<file path="config.mk">
export PLATFORM = sky130hd
export DESIGN_NAME = wdg_top
export DESIGN_NICKNAME = d
export VERILOG_FILES = /design/src/shared/wdg_pkg.sv /design/src/shared/wdg_chain_if.sv /design/src/core/wdg_chain.sv /design/src/core/wdg_pulse.sv /design/src/core/wdg_top.sv
export SDC_FILE = /design/constraint.sdc
export NUM_CORES = 1
export LEC_CHECK = 0
export BUFFER_PORTS_ARGS = -buffer_cell sky130_fd_sc_hd__buf_4
export CAP_MARGIN = 10
export CORE_ASPECT_RATIO = 0.7
export CORE_UTILIZATION = 51
export CTS_CLUSTER_DIAMETER = 40
export DETAILED_ROUTE_END_ITERATION = 10
export PLACE_DENSITY_LB_ADDON = 0.25
export SLEW_MARGIN = 10
export SYNTH_ARGS = -nofsm -noshare
export SYNTH_HDL_FRONTEND = slang
export SYNTH_SLANG_ARGS = --single-unit
</file>
<file path="constraint.sdc">
create_clock -name clk -period 2.12 [get_ports clk]
set_clock_uncertainty 0.05 [all_clocks]
set_input_delay 0.318 -clock clk [delete_from_list [all_inputs] [get_ports clk]]
set_output_delay 0.318 -clock clk [all_outputs]
set_load 0.01 [all_outputs]
</file>
<file path="src/shared/wdg_pkg.sv">
// Constants shared by the watchdog counter service blocks
package wdg_pkg;

  // ********************************************************
  // Register map
  // ********************************************************
  localparam logic [15:0] WDG_SERVICE_ADDR  = 16'hFFFF;

  // ********************************************************
  // Counter chain layout
  // ********************************************************
  localparam int          WDG_PRE_W         = 12;
  localparam int          WDG_CNT_W         = 6;
  localparam int          WDG_CHAIN_W       = WDG_PRE_W + WDG_CNT_W;
  // Service clears prescaler stages 12..5, i.e. bit 4 upward
  localparam int          WDG_SVC_LO_BIT    = 4;

  // ********************************************************
  // Timing, in tick clock cycles
  // ********************************************************
  localparam logic [17:0] WDG_TIMEOUT_LONG  = 18'h3FFF0;
  localparam logic [17:0] WDG_TIMEOUT_SHORT = 18'h01FF0;
  localparam int          WDG_PULSE_W       = 5;
  localparam logic [4:0]  WDG_PULSE_LAST    = 5'h1F;

  // ********************************************************
  // Power-up delay, in crystal reference cycles
  // ********************************************************
  localparam int          WDG_POR_W         = 12;
  localparam logic [11:0] WDG_POR_LAST      = 12'hFFF;

endpackage : wdg_pkg

</file>
<file path="src/shared/wdg_chain_if.sv">
// Control and status of the prescaler/counter chain
`timescale 1ns/1ps
interface wdg_chain_if;
  import wdg_pkg::*;
  logic                 tick;
  logic                 clr_all;
  logic                 clr_pre;
  logic                 clr_upper;
  logic                 rate_sel;
  logic [WDG_PRE_W-1:0] pre;
  logic [WDG_CNT_W-1:0] cnt;
  logic                 expire;

  modport chain (input tick, clr_all, clr_pre, clr_upper, rate_sel,
                 output pre, cnt, expire);
  modport ctrl  (output tick, clr_all, clr_pre, clr_upper, rate_sel,
                 input pre, cnt, expire);
endinterface : wdg_chain_if

</file>
<file path="src/core/wdg_chain.sv">
// Prescaler and counter chain with timeout compare
`timescale 1ns/1ps
module wdg_chain
  import wdg_pkg::*;
#(
  parameter int PRE_W = WDG_PRE_W,
  parameter int CNT_W = WDG_CNT_W
) (
  // Clock and reset
  input wire logic clk,
  input wire logic reset_n,
  // Chain control
  wdg_chain_if.chain bus
);

  if (PRE_W != WDG_PRE_W || CNT_W != WDG_CNT_W || PRE_W <= WDG_SVC_LO_BIT) begin : g_chk
    $error("wdg_chain: widths must match the chain interface");
  end

  typedef struct packed {
    logic [CNT_W-1:0] cnt;
    logic [PRE_W-1:0] pre;
  } wdg_chain_s;

  wdg_chain_s       st_reg;
  wdg_chain_s       st_next;
  logic [17:0]      limit;

  assign limit      = bus.rate_sel ? WDG_TIMEOUT_LONG : WDG_TIMEOUT_SHORT;
  // Counter steps on prescaler rollover; compare on the joined value
  assign bus.expire = bus.tick && (st_reg == wdg_chain_s'(limit - 18'h00001));
  assign bus.pre    = st_reg.pre;
  assign bus.cnt    = st_reg.cnt;

  always_comb begin
    st_next = st_reg;
    if (bus.tick) begin
      st_next = st_reg + wdg_chain_s'(1);
    end
    if (bus.clr_upper) begin
      st_next.cnt = '0;
      st_next.pre[PRE_W-1:WDG_SVC_LO_BIT] = '0;
    end
    if (bus.clr_pre) begin
      st_next.pre = '0;
    end
    // Expiry restarts the period so a held reset cannot retrigger early
    if (bus.clr_all || bus.expire) begin
      st_next = '0;
    end
  end

  always_ff @(posedge clk) begin
    if (!reset_n) begin
      st_reg <= '0;
    end else begin
      st_reg <= st_next;
    end
  end

endmodule : wdg_chain

</file>
<file path="src/core/wdg_pulse.sv">
// Stretches a watchdog expiry into a reset pin pulse of fixed ticks
`timescale 1ns/1ps
module wdg_pulse
  import wdg_pkg::*;
(
  // Clock and reset
  input  wire logic clk,
  input  wire logic reset_n,
  // Trigger and tick
  input  wire logic start,
  input  wire logic tick_en,
  // Pulse out
  output logic      active
);

  typedef struct packed {
    logic                   active;
    logic [WDG_PULSE_W-1:0] cnt;
  } wdg_pulse_s;

  wdg_pulse_s st_reg;
  wdg_pulse_s st_next;

  assign active = st_reg.active;

  always_comb begin
    st_next = st_reg;
    if (!st_reg.active) begin
      if (start) begin
        st_next.active = 1'b1;
        st_next.cnt    = '0;
      end
    end else if (tick_en) begin
      if (st_reg.cnt == WDG_PULSE_LAST) begin
        st_next.active = 1'b0;
      end else begin
        st_next.cnt = st_reg.cnt + 5'h01;
      end
    end
  end

  always_ff @(posedge clk) begin
    if (!reset_n) begin
      st_reg <= '0;
    end else begin
      st_reg <= st_next;
    end
  end

  property p_pulse_len;
    @(posedge clk) disable iff (!reset_n)
      $fell(st_reg.active) |-> $past(st_reg.cnt) == WDG_PULSE_LAST && $past(tick_en);
  endproperty
  a_pulse_len: assert property (p_pulse_len)
    else $error("reset pulse ended before its full tick count");

endmodule : wdg_pulse

</file>
<file path="src/core/wdg_top.sv">
// Watchdog counter service: control, disables, service register, reset output
//
// Contract
// - Stop instruction clears the prescaler.
// - Service write zeroes counter and prescaler stages 12-5.
// - Service read returns reset vector low byte.
// - Prescaler cleared 4096 crystal cycles after power-up.
// - Internal reset clears prescaler and counter.
// - Reset vector fetch clears the prescaler.
// - Disable input follows its configuration bit.
// - Length select follows its configuration bit.
// - Service register at top address starts new period.
// - Never raises an interrupt; expiry only resets.
// - Test-voltage monitor entry disables while voltage stays.
// - Blank-vector monitor entry disables until power-on.
// - Keeps counting in wait mode.
// - Stop mode gates tick, clears prescaler.
// - Disabled stop instruction gives illegal opcode reset.
// - Break with test voltage on reset disables.
// - 6-bit counter, 12-bit prescaler, two timeout lengths.
// - Expiry drives reset low 32 ticks, sets flag.
// - Disable bit one stops, zero runs.
`timescale 1ns/1ps
module wdg_top
  import wdg_pkg::*;
(
  // Clock and reset
  input  wire logic        clk,
  input  wire logic        reset_n,
  // Clock enables
  input  wire logic        tick_en,
  input  wire logic        xtal_en,
  // Internal bus
  input  wire logic [15:0] addr,
  input  wire logic        wr_en,
  input  wire logic        rd_en,
  input  wire logic [7:0]  wdata,
  output logic      [7:0]  rdata,
  input  wire logic [7:0]  vec_low,
  // Core events and modes
  input  wire logic        vector_fetch,
  input  wire logic        stop_exec,
  input  wire logic        stop_mode,
  input  wire logic        wait_mode,
  input  wire logic        int_reset,
  // Configuration bits
  input  wire logic        watchdog_disable,
  input  wire logic        timeout_length_select,
  input  wire logic        stop_enable,
  // Monitor and break
  input  wire logic        monitor_entry,
  input  wire logic        blank_vectors,
  input  wire logic        test_entry_voltage_irq,
  input  wire logic        test_entry_voltage_rst,
  input  wire logic        break_active,
  // Reset pin, open drain
  input  wire logic        rst_pin_i,
  output logic             rst_pin_o,
  output logic             rst_pin_oe,
  // Reset sources and stop entry
  output logic             wdg_reset_flag,
  output logic             illegal_opcode_reset,
  output logic             stop_entry
);

  // ********************************************************
  // State
  // ********************************************************
  typedef struct packed {
    logic [7:0]           rdata;
    logic                 mon_test_entry_voltage;
    logic                 mon_blank;
    logic [WDG_POR_W-1:0] por_cnt;
    logic                 por_done;
    logic                 flag;
    logic                 ill;
    logic                 stop_go;
  } wdg_top_s;

  wdg_top_s    st_reg;
  wdg_top_s    st_next;

  wdg_chain_if ch();

  logic        svc_hit;
  logic        svc_wr;
  logic        svc_rd;
  logic        stop_ok;
  logic        por_clr;
  logic        dis;
  logic        pulse_on;

  // ********************************************************
  // Decode and disables
  // ********************************************************
  assign svc_hit = (addr == WDG_SERVICE_ADDR);
  assign svc_wr  = wr_en && svc_hit;
  assign svc_rd  = rd_en && svc_hit;
  assign stop_ok = stop_exec && stop_enable;
  assign por_clr = !st_reg.por_done && xtal_en && (st_reg.por_cnt == WDG_POR_LAST);

  // Config bits are sampled live, never latched
  assign dis = watchdog_disable
             || st_reg.mon_test_entry_voltage
             || st_reg.mon_blank
             || (break_active && test_entry_voltage_rst);

  // ********************************************************
  // Chain control
  // ********************************************************
  // Wait mode deliberately not in the gate
  assign ch.tick      = tick_en && !stop_mode && !dis;
  assign ch.clr_all   = int_reset;
  assign ch.clr_pre   = stop_ok || stop_mode || vector_fetch || por_clr;
  assign ch.clr_upper = svc_wr;
  assign ch.rate_sel  = timeout_length_select;

  wdg_chain u_chain (
    .clk     (clk),
    .reset_n (reset_n),
    .bus     (ch.chain)
  );

  wdg_pulse u_pulse (
    .clk     (clk),
    .reset_n (reset_n),
    .start   (ch.expire),
    .tick_en (tick_en),
    .active  (pulse_on)
  );

  // ********************************************************
  // Outputs
  // ********************************************************
  // No interrupt output exists; expiry only pulls the reset pin
  assign rst_pin_o            = 1'b0;
  assign rst_pin_oe           = pulse_on;
  assign rdata                = st_reg.rdata;
  assign wdg_reset_flag       = st_reg.flag;
  assign illegal_opcode_reset = st_reg.ill;
  assign stop_entry           = st_reg.stop_go;

  // ********************************************************
  // Next state
  // ********************************************************
  always_comb begin
    st_next         = st_reg;
    st_next.flag    = ch.expire;
    st_next.ill     = stop_exec && !stop_enable;
    st_next.stop_go = stop_ok;
    if (svc_rd) begin
      st_next.rdata = vec_low;
    end
    if (!st_reg.por_done && xtal_en) begin
      st_next.por_cnt = st_reg.por_cnt + 12'h001;
      if (por_clr) begin
        st_next.por_done = 1'b1;
      end
    end
    // Hold only while the test voltage persists on either pin
    if (monitor_entry && test_entry_voltage_irq) begin
      st_next.mon_test_entry_voltage = 1'b1;
    end else if (!test_entry_voltage_irq && !test_entry_voltage_rst) begin
      st_next.mon_test_entry_voltage = 1'b0;
    end
    // Only power-on reset releases this one
    if (monitor_entry && blank_vectors && !test_entry_voltage_irq) begin
      st_next.mon_blank = 1'b1;
    end
  end

  always_ff @(posedge clk) begin
    if (!reset_n) begin
      st_reg <= '0;
    end else begin
      st_reg <= st_next;
    end
  end

  // ********************************************************
  // Checks
  // ********************************************************
  property p_stop_clr;
    @(posedge clk) disable iff (!reset_n)
      stop_ok |=> ch.pre == '0 && stop_entry && !illegal_opcode_reset;
  endproperty
  a_stop_clr: assert property (p_stop_clr)
    else $error("stop instruction did not clear prescaler");

  property p_service;
    @(posedge clk) disable iff (!reset_n)
      svc_wr && !ch.tick && !ch.clr_pre && !int_reset
      |=> ch.cnt == '0 && ch.pre[WDG_PRE_W-1:WDG_SVC_LO_BIT] == '0
          && ch.pre[WDG_SVC_LO_BIT-1:0] == $past(ch.pre[WDG_SVC_LO_BIT-1:0]);
  endproperty
  a_service: assert property (p_service)
    else $error("service write did not clear the right stages");

  property p_read;
    @(posedge clk) disable iff (!reset_n)
      svc_rd && !wr_en && !ch.tick && !int_reset && !ch.clr_pre
      |=> rdata == $past(vec_low) && ch.cnt == $past(ch.cnt) && ch.pre == $past(ch.pre);
  endproperty
  a_read: assert property (p_read)
    else $error("service read wrong data or disturbed count");

  property p_por;
    @(posedge clk) disable iff (!reset_n)
      por_clr |=> st_reg.por_done && ch.pre == '0 ##1 st_reg.por_done;
  endproperty
  a_por: assert property (p_por)
    else $error("power-up prescaler clear missing");

  property p_int_reset;
    @(posedge clk) disable iff (!reset_n)
      int_reset |=> ch.cnt == '0 && ch.pre == '0;
  endproperty
  a_int_reset: assert property (p_int_reset)
    else $error("internal reset did not clear chain");

  property p_vec_fetch;
    @(posedge clk) disable iff (!reset_n)
      vector_fetch |=> ch.pre == '0;
  endproperty
  a_vec_fetch: assert property (p_vec_fetch)
    else $error("vector fetch did not clear prescaler");

  property p_disabled;
    @(posedge clk) disable iff (!reset_n)
      watchdog_disable || st_reg.mon_test_entry_voltage || st_reg.mon_blank || (break_active && test_entry_voltage_rst)
      |-> !ch.tick && !ch.expire;
  endproperty
  a_disabled: assert property (p_disabled)
    else $error("chain advanced while disabled");

  property p_mon_blank;
    @(posedge clk) disable iff (!reset_n)
      st_reg.mon_blank |=> st_reg.mon_blank;
  endproperty
  a_mon_blank: assert property (p_mon_blank)
    else $error("blank-vector monitor disable released early");

  property p_mon_test_entry_voltage;
    @(posedge clk) disable iff (!reset_n)
      monitor_entry && test_entry_voltage_irq ##1 (test_entry_voltage_irq || test_entry_voltage_rst) |-> st_reg.mon_test_entry_voltage && !ch.tick;
  endproperty
  a_mon_test_entry_voltage: assert property (p_mon_test_entry_voltage)
    else $error("test-voltage monitor disable not held");

  property p_wait_runs;
    @(posedge clk) disable iff (!reset_n)
      wait_mode && tick_en && !stop_mode && !dis |-> ch.tick;
  endproperty
  a_wait_runs: assert property (p_wait_runs)
    else $error("counting stopped in wait mode");

  property p_stop_mode;
    @(posedge clk) disable iff (!reset_n)
      stop_mode && !int_reset && !svc_wr |=> ch.pre == '0 && ch.cnt == $past(ch.cnt);
  endproperty
  a_stop_mode: assert property (p_stop_mode)
    else $error("chain moved during stop mode");

  property p_illegal;
    @(posedge clk) disable iff (!reset_n)
      stop_exec && !stop_enable |=> illegal_opcode_reset && !stop_entry;
  endproperty
  a_illegal: assert property (p_illegal)
    else $error("disabled stop did not raise illegal opcode reset");

  property p_expire_pt;
    @(posedge clk) disable iff (!reset_n)
      ch.expire |-> {ch.cnt, ch.pre} ==
        (timeout_length_select ? WDG_TIMEOUT_LONG : WDG_TIMEOUT_SHORT) - 18'h00001;
  endproperty
  a_expire_pt: assert property (p_expire_pt)
    else $error("expiry at wrong count");

  property p_expire_out;
    @(posedge clk) disable iff (!reset_n)
      ch.expire && !rst_pin_oe |=> rst_pin_oe && wdg_reset_flag && !rst_pin_o;
  endproperty
  a_expire_out: assert property (p_expire_out)
    else $error("expiry did not pull reset pin and set flag");

  c_expire:  cover property (@(posedge clk) disable iff (!reset_n) ch.expire);
  c_service: cover property (@(posedge clk) disable iff (!reset_n) svc_wr && ch.cnt != '0);
  c_blank:   cover property (@(posedge clk) disable iff (!reset_n) st_reg.mon_blank);
  c_pin:     cover property (@(posedge clk) disable iff (!reset_n) rst_pin_oe && !rst_pin_i);

endmodule : wdg_top

</file>
==> out/metrics.cfg <==
[route]
drc=0
vias=1930
wire_per_inst_um=12.60
antenna_left=0
vias_per_cell=5.317
routed_wl_mm=4.575
drt_iter0_drc=80
dr.pass1.iters=4

[floorplanning]
core_area_sq_um=4089
row_count=19
die_x_um=81.52
initial_core_util_pct=55.20
dieHeight_um=57.66
io_pins=65
die_area_sq_um=4700

[cts]
clk_transition_reported_paths_ns=0.09
hold_buffers=0
cts_buffers=5
cts.sinks=50
clock_latency_ns=0.30
cts_setup_buffers=0
clockRootBuffer=clkbuf_8
tritoncts=built
post_cts_resized=0
h-tree-depth=2
cts_buffer_depth=2

[logic_synthesis]
synth_top_family_by_area=simple AND/OR/NAND/NOR gates
yosys.area.top_type=dfxtp_1
yosysSeqAreaShare_pct=44.35
yosys.area.top_type_share_pct=44.35
synth-seq-cells=50
synthMuxAreaShare_pct=0
yosys.area_share.xor_xnor_pct=10.86
yosysWarningCount=0
synth_edf_count=0
yosys.area_share.simple_pct=30.65
syn_area_per_cell_sq_um=8.582
synth_ff_type=dfxtp_1
synthCells=263
async_flop_share_pct=0
syn_area_sq_um=2257
synth_compound_area_share_pct=7.040
synth_cell_types=36
synthTopCellsByArea=dfxtp_1 (44%), xor2_1 (8.5%), nor2_1 (6.0%)
synth-adder-area-share_pct=2.217
syn_nets=319

[worst_setup_path]
arrival_ns=1.99
r2r-start=st_reg[16]
path_max_fanout=8
rrSetupSlack_ns=0.27
cp.required_ns=2.26
critPathCaptureType=flop
cp-start-kind=flop
crit_start=st_reg[16]
critPathKind=reg2reg
rr_worst_depth=5
worstSetupEndpoint=u_chain.bus.pre[10]
timing.rr.end=u_chain.bus.pre[10]

[layout]
fillers=346
drive_gt1_share_pct=21.86
finalInstanceArea_sq_um=2790
fin_nets=366
syn_to_final_growth_pct=23.61
largest_reg_flops=15
insertedDiodeCount=0

[timing]
finalCriticalPeriod_ns=1.855
final-setup-viol-count=0
fin_crit_sh_pct=87.49
grt_setup_unrepaired=no
setup_slack_ns=0.2652
fmax_mhz=539.1
tns_ns=0
hold_viol_final=0
relSlewSlack_pct=62.08
worstMarginPinSlew_ns=0.5644
slew_violations=0

[placement]
place_area_sq_um=2648
dp_slack_ns=0.1398
portBuffers=53
hpwlAfterDp_mm=3.461
routabilityCongestion=0.8057

[global_routing]
antenna_found_initial=0
grt_max_degree=29
grt_pass1_vias=1872
grt_pass1_wl_mm=7.990
grt_overflow_total=0
grtUsageTotal_pct=22.01

[power]
share_comb_of_total_power_pct=6.2
p_int_mw=1.514
clkPwrFrac_pct=43.1
vdd_drop_max_uv=417.1
powerDensity_nw_per_um2=672.5
pwr-share-seq_pct=50.7
p_sw_mw=0.3621
swShare_pct=19.30
p_leak_nw=1.092
total_power_mw=1.876

[flow_run]
drv_cap=0

[run_status]
status=complete, no violations

[worst_hold_path]
hold_path.class=in2reg

[area by class of cell]
type / instances / area, sq um / area share, %
tap: 52 / 65.06 / 2.332
multi-input combinational: 194 / 1150 / 41.21
clock inverter: 2 / 60.06 / 2.152
clock buffer: 6 / 82.58 / 2.960
timing repair buffer: 56 / 420.4 / 15.07
inverter: 3 / 11.26 / 0.4036
sequential: 50 / 1001 / 35.87
[cell usage after synthesis, types with 2 or more instances]
cell type,instances
nor4_1,3
o31ai_1,3
xor2_1,22
nand2_1,33
nor3_1,3
inv_1,3
and4_1,4
nand2b_1,2
and3_1,3
nand4b_1,3
xnor2_1,6
nand4_1,16
o21ai_0,3
or3_1,2
a211o_1,2
dfxtp_1,50
ha_1,4
buf_1,3
clkbuf_1,3
a21oi_1,12
a31oi_1,4
buf_4,9
nand3_1,21
nor2_1,36
and2_1,2
[layout by cell type (no fill, tap or decap), drive strengths merged, types with 5 or more instances in the layout]
cell and n:
a21oi 12, nor2 36, nand4 16, nand2 33, dfxtp 50, xnor2 6, nand3 21, clkbuf 6
buf 56, nor4 5, xor2 22
[metal layers]
metal / up-vias / part of all wire [%] / GRT usage (%)
met5: - / 0 / 0
met4: 0 / 0.35 / 3.827
met3: 2 / 4.1 / 5.984
met2: 31 / 48 / 36.90
met1: 897 / 48 / 28.77
li1: 1000 / - / -
[power by group through the flow]
stage	clock network, mW	registers [mW]	logic [mW]
2_1_floorplan	0	0.973	0.0446
3_3_place_gp	0	0.973	0.115
3_5_place_dp	0	0.974	0.117
4_1_cts	0.821	0.952	0.117
5_1_grt	0.860	0.953	0.128
6_report	0.809	0.952	0.116
[critical path, cell delays in order, from the launching register on]
cell and delay [ns]:
dfxtp_1 0.33, a211o_1 0.39, nor3_1 0.33, nand4b_1 0.23
nand3_1 0.32, nor2_1 0.09
[stage by stage]
step | util [%] | cells | hold slack, ns
floorplan | - | 263 | 0.3395
global placement | 64.75 | 355 | 0.3897
detailed placement | 64.75 | 355 | 0.4021
CTS | 68.24 | 363 | 0.1452
global route | 68.24 | 363 | 0.1439
finish | 68.24 | 363 | 0.1508
[worst min-delay path by stage]
stage	startpoint	endpoint	slack [ns]	depth (start not counted)
floorplan	stop_enable	illegal_opcode_reset	0.34	1
global placement	rdata[2]	rdata[2]	0.39	2
detailed placement	u_pulse.st_reg[4]	u_pulse.st_reg[4]	0.40	2
CTS	stop_enable	illegal_opcode_reset	0.15	2
global route	stop_enable	illegal_opcode_reset	0.14	2
finish	stop_enable	illegal_opcode_reset	0.15	2
[kinds of logic after synthesis]
kind of cell | Yosys count
AND/OR/NAND/NOR | 135
flip-flops | 50
XOR/XNOR | 28
AO/OA/AOI/OAI | 26
buffers and inverters | 19
adder cells (fa/ha/maj) | 4
other | 1
Power figures use the tool's default switching activity.
